<file path="src/core/marker_consts.svh">
// offsets, field positions, reset values and counts of the marker pulse generator
`ifndef MARKER_CONSTS_SVH
`define MARKER_CONSTS_SVH

// ----------------------------------------------------------------------
// geometry
// ----------------------------------------------------------------------
`define MK_NUM_PAT     2
`define MK_PER_PAT     3
`define MK_NUM_CH      6
`define MK_CNT_W       24
`define MK_CNT_MAX     24'hffffff
`define MK_RATIO_W     8
`define MK_UNIT_DIV    40'h64
`define MK_UNIT_HALF   40'h32

// ----------------------------------------------------------------------
// register map, byte addresses
// ----------------------------------------------------------------------
`define MK_ADR_W       8
`define MK_OFS_CTRL    4'h0
`define MK_OFS_OFFSET  4'h4
`define MK_OFS_WIDTH   4'h8
`define MK_OFS_CYCLE   4'hc
`define MK_PAT_BASE    8'h60
`define MK_STATUS      8'h70

// ----------------------------------------------------------------------
// fields and reset values
// ----------------------------------------------------------------------
`define MK_CTRL_POL_BIT  4
`define MK_PCFG_RATIO_LSB 8
`define MK_STAT_REJ_BIT  8
`define MK_RST_OFFSET  24'h000000
`define MK_RST_WIDTH   24'h000001
`define MK_RST_CYCLE   24'h000001
`define MK_RST_PLEN    24'h000001
`define MK_RST_RATIO   8'h01

`endif

</file>
<file path="src/core/marker_pkg.sv">
// types shared by the marker pulse generator
`default_nettype none
package marker_pkg;
   typedef enum logic [1:0] {MODE_OFF, MODE_USER, MODE_SYNC} mode_t;
   typedef enum logic [1:0] {RES_14, RES_15, RES_16} res_t;
endpackage : marker_pkg
`default_nettype wire

</file>
<file path="src/core/marker_channel.sv">
// one marker channel: offset, width, cycle counting and output polarity
`timescale 1ns/100ps
`default_nettype none
`include "marker_consts.svh"

module marker_channel #(
   parameter int CNT_W = `MK_CNT_W
) (
   input  wire logic               sys_clk,
   input  wire logic               rstn,
   input  wire logic               sampleEn,
   input  wire logic               patStart,
   input  wire logic               storedBit,
   input  wire marker_pkg::mode_t  mode,
   input  wire logic               offAllowed,
   input  wire logic               negPol,
   input  wire logic [CNT_W-1:0]   offset,
   input  wire logic [CNT_W-1:0]   width,
   input  wire logic [CNT_W-1:0]   cycle,
   input  wire logic [CNT_W-1:0]   patLen,
   output logic                    markerOut
);

   typedef struct packed {
      logic [CNT_W-1:0] pre;
      logic [CNT_W-1:0] phase;
      logic             running;
      logic             out;
   } chan_state_t;

   chan_state_t s_reg;
   chan_state_t s_next;

   // ----------------------------------------------------------------------
   // counting
   // ----------------------------------------------------------------------
   always_comb begin
      logic [CNT_W-1:0] period;
      logic [CNT_W-1:0] effW;
      logic [CNT_W-1:0] preS;
      logic [CNT_W-1:0] phS;
      logic             active;
      logic             lvl;
      lvl    = 1'b0;
      period = (mode == marker_pkg::MODE_SYNC) ? patLen : cycle;   // [RULE_03] [RULE_04]
      if (period == '0) period = CNT_W'(1);
      effW = (width > period) ? period : width;                    // [RULE_12] [RULE_13]
      if (effW == '0) effW = CNT_W'(1);                            // [RULE_11]
      // each pattern pass restarts the count at its own start
      preS   = patStart ? offset : s_reg.pre;                      // [RULE_09] [RULE_19]
      phS    = patStart ? '0 : s_reg.phase;
      active = (s_reg.running | patStart) && preS == '0 && phS < effW; // [RULE_18]
      case (mode)
         marker_pkg::MODE_OFF:  lvl = offAllowed & storedBit;      // [RULE_02] [RULE_06]
         marker_pkg::MODE_USER: lvl = active;                      // [RULE_05]
         marker_pkg::MODE_SYNC: lvl = active;                      // [RULE_05]
         default:               lvl = 1'b0;
      endcase
      s_next = s_reg;
      if (sampleEn) begin
         s_next.running = s_reg.running | patStart;
         if (preS != '0) begin
            s_next.pre   = preS - CNT_W'(1);
            s_next.phase = '0;
         end else begin
            s_next.pre   = '0;
            s_next.phase = (phS + CNT_W'(1) >= period) ? '0 : phS + CNT_W'(1);
         end
         s_next.out = lvl ^ negPol;                                // [RULE_15] [RULE_17]
      end
   end

   always_ff @(posedge sys_clk or negedge rstn) begin
      if (!rstn) s_reg <= '0;
      else       s_reg <= s_next;
   end

   assign markerOut = s_reg.out;

   // ----------------------------------------------------------------------
   // checks
   // ----------------------------------------------------------------------
   AST_OUT_ONLY_ON_SAMPLE: assert property (@(posedge sys_clk) disable iff (!rstn) // [RULE_16]
      !sampleEn |=> $stable(markerOut)) else $error("marker moved without a sample");
   AST_OFFSET_DELAYS: assert property (@(posedge sys_clk) disable iff (!rstn) // [RULE_09]
      sampleEn && patStart && mode != marker_pkg::MODE_OFF && offset != '0
      |=> markerOut == $past(negPol)) else $error("marker active inside offset");
   AST_START_PULSE: assert property (@(posedge sys_clk) disable iff (!rstn) // [RULE_04]
      sampleEn && patStart && mode != marker_pkg::MODE_OFF && offset == '0
      |=> markerOut == !$past(negPol)) else $error("no marker at pattern start");
   AST_PASS_THROUGH: assert property (@(posedge sys_clk) disable iff (!rstn) // [RULE_02]
      sampleEn && mode == marker_pkg::MODE_OFF && offAllowed
      |=> markerOut == ($past(storedBit) ^ $past(negPol))) else $error("stored bit not passed");
   AST_NO_STORED_BITS: assert property (@(posedge sys_clk) disable iff (!rstn) // [RULE_08]
      sampleEn && mode == marker_pkg::MODE_OFF && !offAllowed
      |=> markerOut == $past(negPol)) else $error("forbidden pass-through drove marker");

endmodule : marker_channel
`default_nettype wire

</file>
<file path="src/core/waveform_marker_pulse_gen.sv">
// marker pulse generator top: wishbone registers and six marker channels
`timescale 1ns/100ps
`default_nettype none
`include "marker_consts.svh"

// Summary of operation
// RULE_01: three markers per pattern, six channels
// RULE_02: edit off passes stored marker bit
// RULE_03: user mode repeats pulse at user cycle
// RULE_04: sync mode repeats once per pattern pass
// RULE_05: edit modes ignore stored marker bits
// RULE_06: pass-through allowed for all at 14-bit
// RULE_07: 15-bit refuses pass-through on markers two, three
// RULE_08: 16-bit refuses pass-through on all markers
// RULE_09: offset delays pulse, 0 to 2^24-1 samples
// RULE_10: values written in hundredths of system units
// RULE_11: width at least one sample, default one unit
// RULE_12: user width capped by cycle and 2^24-1
// RULE_13: sync width capped by pattern length
// RULE_14: cycle one to 2^24-1 samples, default one
// RULE_15: per-channel selectable output polarity
// RULE_16: markers drive trigger outputs
// RULE_17: polarity resets positive, negative inverts
// RULE_18: active while phase after offset below width
// RULE_19: patterns A and B count independently
module waveform_marker_pulse_gen #(
   parameter int CNT_W   = `MK_CNT_W,
   parameter int RATIO_W = `MK_RATIO_W
) (
   input  wire logic                  sys_clk,
   input  wire logic                  rstn,
   input  wire logic                  wb_cyc_i,
   input  wire logic                  wb_stb_i,
   input  wire logic                  wb_we_i,
   input  wire logic [`MK_ADR_W-1:0]  wb_adr_i,
   input  wire logic [3:0]            wb_sel_i,
   input  wire logic [31:0]           wb_dat_i,
   output logic      [31:0]           wb_dat_o,
   output logic                       wb_ack_o,
   input  wire logic                  sampleEn,
   input  wire logic [1:0]            patStart,
   input  wire logic [5:0]            storedBits,
   output logic      [5:0]            markerOut
);

   typedef struct packed {
      logic                                  ack;
      logic [31:0]                           rdata;
      logic                                  rej;
      marker_pkg::mode_t [`MK_NUM_CH-1:0]    mode;
      logic [`MK_NUM_CH-1:0]                 neg;
      logic [`MK_NUM_CH-1:0][CNT_W-1:0]      offset;
      logic [`MK_NUM_CH-1:0][CNT_W-1:0]      width;
      logic [`MK_NUM_CH-1:0][CNT_W-1:0]      cycle;
      marker_pkg::res_t [`MK_NUM_PAT-1:0]    res;
      logic [`MK_NUM_PAT-1:0][RATIO_W-1:0]   ratio;
      logic [`MK_NUM_PAT-1:0][CNT_W-1:0]     plen;
   } top_state_t;

   top_state_t s_reg;
   top_state_t s_next;

   logic [`MK_NUM_CH-1:0] offOk;

   // ----------------------------------------------------------------------
   // system units to samples: hundredths times ratio, rounded, clamped
   // ----------------------------------------------------------------------
   function automatic logic [CNT_W-1:0] toSamples(input logic [31:0] units,
                                                  input logic [RATIO_W-1:0] ratio,
                                                  input logic atLeastOne);
      logic [39:0] prod;
      logic [39:0] q;
      logic [CNT_W-1:0] r;
      prod = 40'(units) * 40'((ratio == '0) ? RATIO_W'(1) : ratio) + `MK_UNIT_HALF;
      q = prod / `MK_UNIT_DIV;                                      // [RULE_10]
      r = (q > 40'(`MK_CNT_MAX)) ? `MK_CNT_MAX : q[CNT_W-1:0];      // [RULE_09] [RULE_14]
      if (atLeastOne && r == '0) r = CNT_W'(1);                     // [RULE_11] [RULE_14]
      return r;
   endfunction : toSamples

   // ----------------------------------------------------------------------
   // register access
   // ----------------------------------------------------------------------
   always_comb begin
      logic        req;
      logic        wr;
      logic [2:0]  ch;
      logic [3:0]  sub;
      logic        p;
      logic        full;
      logic        rejEv;
      logic        rejClr;
      logic [31:0] rd;
      s_next = s_reg;
      req    = wb_cyc_i & wb_stb_i & ~s_reg.ack;
      wr     = req & wb_we_i;
      ch     = wb_adr_i[6:4];
      sub    = wb_adr_i[3:0];
      p      = wb_adr_i[3];
      full   = (wb_sel_i == 4'hf);
      rejEv  = 1'b0;
      rejClr = 1'b0;
      rd     = 32'h00000000;
      s_next.ack = req;
      if (wb_adr_i < `MK_PAT_BASE) begin
         case (sub)
            `MK_OFS_CTRL: begin
               rd = {27'h0, s_reg.neg[ch], 2'h0, s_reg.mode[ch]};
               if (wr && wb_sel_i[0]) begin
                  s_next.neg[ch] = wb_dat_i[`MK_CTRL_POL_BIT];     // [RULE_15]
                  // refused modes leave the old one in place and raise a flag
                  if (wb_dat_i[1:0] == 2'h3 ||
                      (wb_dat_i[1:0] == 2'h0 && !offOk[ch])) begin  // [RULE_07] [RULE_08]
                     rejEv = 1'b1;
                  end else begin
                     s_next.mode[ch] = marker_pkg::mode_t'(wb_dat_i[1:0]);
                  end
               end
            end
            `MK_OFS_OFFSET: begin
               rd = 32'(s_reg.offset[ch]);
               if (wr && full)
                  s_next.offset[ch] = toSamples(wb_dat_i, s_reg.ratio[ch / 3], 1'b0);
            end
            `MK_OFS_WIDTH: begin
               rd = 32'(s_reg.width[ch]);
               if (wr && full)
                  s_next.width[ch] = toSamples(wb_dat_i, s_reg.ratio[ch / 3], 1'b1);
            end
            `MK_OFS_CYCLE: begin
               rd = 32'(s_reg.cycle[ch]);
               if (wr && full)
                  s_next.cycle[ch] = toSamples(wb_dat_i, s_reg.ratio[ch / 3], 1'b1);
            end
            default: rd = 32'h00000000;
         endcase
      end else if (wb_adr_i < `MK_STATUS) begin
         if (!wb_adr_i[2]) begin
            rd = {16'h0, 8'(s_reg.ratio[p]), 6'h0, s_reg.res[p]};
            if (wr && wb_sel_i[0] && wb_dat_i[1:0] != 2'h3)
               s_next.res[p] = marker_pkg::res_t'(wb_dat_i[1:0]);
            if (wr && wb_sel_i[1])
               s_next.ratio[p] = wb_dat_i[`MK_PCFG_RATIO_LSB +: RATIO_W];
         end else begin
            rd = 32'(s_reg.plen[p]);
            if (wr && full)
               s_next.plen[p] = (wb_dat_i[CNT_W-1:0] == '0) ? CNT_W'(1) : wb_dat_i[CNT_W-1:0];
         end
      end else if (wb_adr_i == `MK_STATUS) begin
         rd = {23'h0, s_reg.rej, 2'h0, markerOut};
         rejClr = wr & wb_sel_i[1] & wb_dat_i[`MK_STAT_REJ_BIT];
      end
      // a refusal in the same cycle as the clear still shows
      s_next.rej = (s_reg.rej & ~rejClr) | rejEv;
      if (req) s_next.rdata = rd;
   end

   always_ff @(posedge sys_clk or negedge rstn) begin
      if (!rstn) begin
         s_reg        <= '0;
         s_reg.width  <= {`MK_NUM_CH{`MK_RST_WIDTH}};               // [RULE_11]
         s_reg.cycle  <= {`MK_NUM_CH{`MK_RST_CYCLE}};               // [RULE_14]
         s_reg.offset <= {`MK_NUM_CH{`MK_RST_OFFSET}};              // [RULE_09]
         s_reg.plen   <= {`MK_NUM_PAT{`MK_RST_PLEN}};
         s_reg.ratio  <= {`MK_NUM_PAT{`MK_RST_RATIO}};
      end else begin
         s_reg <= s_next;
      end
   end

   assign wb_ack_o = s_reg.ack;
   assign wb_dat_o = s_reg.rdata;

   // ----------------------------------------------------------------------
   // marker channels, pattern A on 0..2 and B on 3..5
   // ----------------------------------------------------------------------
   for (genvar c = 0; c < `MK_NUM_CH; c++) begin : g_ch                // [RULE_01]
      localparam int PAT = c / `MK_PER_PAT;
      localparam int IDX = c % `MK_PER_PAT;
      assign offOk[c] = (s_reg.res[PAT] == marker_pkg::RES_14) ||
                        (s_reg.res[PAT] == marker_pkg::RES_15 && IDX == 0); // [RULE_06] [RULE_07]
      marker_channel #(.CNT_W(CNT_W)) u_ch (
         .sys_clk    (sys_clk),
         .rstn       (rstn),
         .sampleEn   (sampleEn),
         .patStart   (patStart[PAT]),                              // [RULE_19]
         .storedBit  (storedBits[c]),
         .mode       (s_reg.mode[c]),
         .offAllowed (offOk[c]),
         .negPol     (s_reg.neg[c]),
         .offset     (s_reg.offset[c]),
         .width      (s_reg.width[c]),
         .cycle      (s_reg.cycle[c]),
         .patLen     (s_reg.plen[PAT]),
         .markerOut  (markerOut[c])                                // [RULE_16]
      );
   end

   // ----------------------------------------------------------------------
   // checks
   // ----------------------------------------------------------------------
   AST_ACK_ONE_CYCLE: assert property (@(posedge sys_clk) disable iff (!rstn)
      wb_ack_o |=> !wb_ack_o) else $error("ack held longer than one cycle");
   AST_ACK_NEXT: assert property (@(posedge sys_clk) disable iff (!rstn)
      wb_cyc_i && wb_stb_i && !wb_ack_o |=> wb_ack_o) else $error("request not answered");
   AST_REFUSE_OFF: assert property (@(posedge sys_clk) disable iff (!rstn) // [RULE_07]
      wb_cyc_i && wb_stb_i && wb_we_i && !wb_ack_o && wb_sel_i[0] && wb_adr_i < `MK_PAT_BASE
      && wb_adr_i[3:0] == `MK_OFS_CTRL && wb_dat_i[1:0] == 2'h0 && !offOk[wb_adr_i[6:4]]
      |=> s_reg.rej && $stable(s_reg.mode)) else $error("forbidden off mode accepted");
   AST_POL_WRITE: assert property (@(posedge sys_clk) disable iff (!rstn) // [RULE_17]
      wb_cyc_i && wb_stb_i && wb_we_i && !wb_ack_o && wb_sel_i[0] && wb_adr_i < `MK_PAT_BASE
      && wb_adr_i[3:0] == `MK_OFS_CTRL
      |=> s_reg.neg[$past(wb_adr_i[6:4])] == $past(wb_dat_i[`MK_CTRL_POL_BIT]))
      else $error("polarity write lost");

endmodule : waveform_marker_pulse_gen
`default_nettype wire

</file>
<file path="config.mk">
export PLATFORM = sky130hd
export DESIGN_NAME = waveform_marker_pulse_gen
export DESIGN_NICKNAME = d
export VERILOG_FILES = /design/src/core/marker_pkg.sv /design/src/core/marker_channel.sv /design/src/core/waveform_marker_pulse_gen.sv
export VERILOG_INCLUDE_DIRS = /design/src /design/src/core
export SDC_FILE = /design/constraint.sdc
export NUM_CORES = 2
export LEC_CHECK = 0
export BUFFER_PORTS_ARGS = -buffer_cell sky130_fd_sc_hd__buf_2
export CORE_UTILIZATION = 45
export CTS_BUF_LIST = sky130_fd_sc_hd__clkbuf_8
export CTS_CLUSTER_DIAMETER = 120
export DETAILED_ROUTE_END_ITERATION = 8
export PLACE_DENSITY_LB_ADDON = 0.12
export SYNTH_ARGS = -nofsm -noshare
export SYNTH_HDL_FRONTEND = slang
export SYNTH_HIERARCHICAL = 1
export SYNTH_SLANG_ARGS = --single-unit
</file>
<file path="constraint.sdc">
create_clock -name sys_clk -period 124.7 [get_ports sys_clk]
set_clock_uncertainty 0.2 [all_clocks]
set_input_delay 12.47 -clock sys_clk [delete_from_list [all_inputs] [get_ports sys_clk]]
set_output_delay 12.47 -clock sys_clk [all_outputs]
set_load 0.005 [all_outputs]
</file>
==> run_results.csv <==
group,metric,value,unit
layout,n_fill_cell,25743,
timing,worst_pin_slew,1.38,ns
logic_synthesis,yosys_warnings,6,
logic_synthesis,synth_top_area_frac,0.178,
clock_tree,ctsResizeCount,0,
placement,port_buffers,88,
critical_path,crit_required,125.24,ns
clock_tree,cts_buffer_depth,3,
floorplanning,ios,97,
logic_synthesis,yosys.area.top_type,"dfrtp_1",
timing,max_freq,12.0,MHz
route,dr.first_iter.drc_count,14204,
clock_tree,cts_hold_buf,0,
global_route,grt_pass1_vias,110368,
clock_tree,numCtsBuffers,148,
worst_hold_path,holdPathStages,1,
worst_hold_path,hp-start,"g_ch[4].u_ch/s_reg[1]",
global_route,grt_pass1_wl,735,mm
status,status,"completed",
floorplanning,initial_core_util,0.453,
global_route,antenna_found_initial,16,
layout,seqCellArea,0.0211,mm^2
route,dr_wl_met3,46.9,mm
route,first_pass_iters,8,
placement,dpl.hpwl,381,mm
clock_tree,cts.sinks,844,
timing,setup_viol,0,
timing,tns,0,ns
logic_synthesis,synthFlopType,"dfrtp_1",
placement,gp_congestion,1.04,
floorplanning,die_w,511,um
layout,fin_nets,15086,
timing,min_period,83.49,ns
logic_synthesis,ys_ff_latch,844,
floorplanning,die-area,0.261,mm^2
layout,finalInstanceArea,0.121,mm^2
floorplanning,core_region_area,0.257,mm^2
critical_path,cp-start-kind,"input port",
route,highest_layer,"met5",
global_route,grt_overflow,0,
global_route,grt_usage,0.364,
timing,finalCritPeriodShare,0.670,
clock_tree,clk_latency,0.93,ns
timing,hold_viol,0,
clock_tree,htreeDepth,4,
logic_synthesis,avgSynthCellArea,7.92,um^2
layout,largest_reg_flops,519,
route,drtAntennaViolNets,0,
critical_path,end_kind,"flop",
critical_path,crit_top_cell,"buf_4",
route,drc,0,
layout,syn_to_final_growth,3.74,%
route,route.final.wire_length,496,mm
clock_tree,cts_setup_buffers,0,
critical_path,critPathSlowestCell,"a211oi_2",
logic_synthesis,mappedNetlistArea,0.116,mm^2
logic_synthesis,seq_area_frac_synth,0.182,
timing,drv_slew,0,
logic_synthesis,synth_cells,14704,
clock_tree,clockRootBuffer,"clkbuf_8",
critical_path,critPathMaxFanout,178,
logic_synthesis,yosysUniqueCellTypes,200,
route,routed-wl-met2,214,mm
critical_path,regToRegStartpoint,"s_reg[60]",
route,wire_per_inst,27.9,um
clock_tree,cts.clk_slew.worst_paths,0.06,ns
critical_path,crit_type,"input port to flop",
logic_synthesis,synth-edff-count,0,
clock_tree,cts_tree,"done",
worst_hold_path,holdCritPathClass,"flop to flop",
timing,rsz0062_at_grt,"no",
critical_path,critPathMaxStageDelay,0.96,ns
global_route,grt_max_degree,179,
critical_path,r2r_end,"s_reg[335]",
critical_path,arrival,84.04,ns
layout,multi_input_area,0.0875,mm^2
critical_path,regToRegSetupSlack,53.45,ns
job,drv_cap,0,
worst_hold_path,min_to,"g_ch[4].u_ch/s_reg[1]",
logic_synthesis,synth.area.top_cells,"dfrtp_1 (18%), ha_1 (5.9%), xnor2_1 (4.8%)",
route,num_vias,119982,
timing,relSlewSlack,0.0710,
layout,drive_above_1_share,0.118,
floorplanning,die_h,511,um
logic_synthesis,synthArstFlopShare,1.00,
route,vias_per_cell,6.74,
critical_path,reg2regPathDepth,163,
placement,placed_area,0.118,mm^2
floorplanning,core.rowCount,186,
route,drt-met1-wl,204,mm
[layer usage]
metal,vias up,track usage
met4,4,0.191
met2,6149,0.558
met3,1303,0.0723
met5,-,0
met1,58130,0.482
li1,54396,-
[placed cells by master (no fill, tap or decap), drive strengths merged, types with 163 or more instances in the layout]
| cell type | netlist | routed |
|---|---|---|
| nor4 | 364 | 364 |
| dfrtp | 828 | 828 |
| a211oi | 166 | 166 |
| nor2 | 1232 | 1232 |
| buf | 438 | 328 |
| fa | 183 | 183 |
| inv | 632 | 677 |
| a21oi | 810 | 810 |
| or2 | 198 | 198 |
| xor2 | 293 | 293 |
| o31ai | 322 | 322 |
| a21o | 163 | 163 |
| a22oi | 277 | 277 |
| xnor2 | 663 | 663 |
| nand2 | 1409 | 1409 |
| mux2i | 315 | 315 |
| nand4 | 332 | 332 |
| a31oi | 197 | 197 |
| clkbuf | 411 | 191 |
| or3 | 184 | 184 |
| o22ai | 314 | 314 |
| o21ai | 744 | 744 |
| and2 | 324 | 324 |
| nand3 | 454 | 454 |
| ha | 549 | 549 |
| nor3 | 521 | 521 |
[critical path: cells and delay by family]
kind                       cells  cell delay (ns)
adders and majority gates      5             2.38
muxes                          6             2.75
and+or+nand+nor               64            30.49
buffers and inverters         14             3.43
AOI/OAI and AO/OA             68            28.90
xor gates and xnor gates       9             2.99
[worst max-delay path by stage]
stage,from,end,slack (ns)
after floorplan,wb_adr_i[6],s_reg[104],59.74
after global routing,wb_adr_i[5],s_reg[251],36.67
after CTS,wb_adr_i[5],s_reg[249],42.76
after detailed placement,wb_adr_i[5],s_reg[139],41.91
final,wb_adr_i[5],s_reg[335],41.21
after global placement,wb_adr_i[5],s_reg[93],43.16
[area by class of cell]
cell class	count	area share
diodes	14	0.000290
clock inverters	77	0.00477
multi-input cells	12332	0.724
flip-flops and latches	844	0.175
inverters	642	0.0199
well taps	3384	0.0350
repair buffers	328	0.0194
clock buffers	191	0.0218
[cells by family (layout without fill, tap and decap cells)]
logic type                 Yosys count  after routing  synth area share
xor gates and xnor gates           956            956            0.0737
and+or+nand+nor                   5936           5936             0.276
muxes                              481            481            0.0443
buffers and inverters             1535           1238            0.0713
other                                1             22         0.0000322
adders and majority gates          736            736            0.0908
DFF                                844            844             0.182
AOI/OAI and AO/OA                 4215           4215             0.262
[Yosys cell counts, types with 124 or more instances]
| library cell | count |
|---|---|
| or2_2 | 136 |
| nor2b_1 | 124 |
| o21ai_0 | 564 |
| nor3_1 | 486 |
| a21o_1 | 149 |
| clkbuf_1 | 385 |
| o22ai_1 | 296 |
| buf_6 | 128 |
| nor4_1 | 306 |
| ha_1 | 549 |
| mux2_2 | 142 |
| or3_1 | 169 |
| o31ai_1 | 205 |
| nand2_1 | 1390 |
| nand3_1 | 440 |
| a31oi_1 | 194 |
| xor2_1 | 291 |
| fa_1 | 183 |
| mux2i_1 | 312 |
| nand4_1 | 319 |
| buf_2 | 131 |
| and2_1 | 305 |
| a21oi_1 | 771 |
| xnor2_1 | 637 |
| inv_1 | 629 |
| dfrtp_1 | 828 |
| o211ai_1 | 125 |
| nor2_1 | 1203 |
| a22oi_1 | 276 |
| a211oi_1 | 138 |
| o21ai_1 | 164 |
[stage by stage]
step / util / hold slack, ns / cells / setup slack (ns)
after floorplan: - / 0.229 / 14711 / 59.74
after global placement: 0.457 / 0.239 / 17530 / 43.16
after detailed placement: 0.457 / 0.246 / 17530 / 41.91
after CTS: 0.470 / 0.259 / 17798 / 42.76
after global routing: 0.470 / 0.274 / 17801 / 36.67
final: 0.470 / 0.256 / 17812 / 41.21
Power is not shown: default switching activity piles up to over one toggle a cycle in this logic, so the estimate is an artifact.
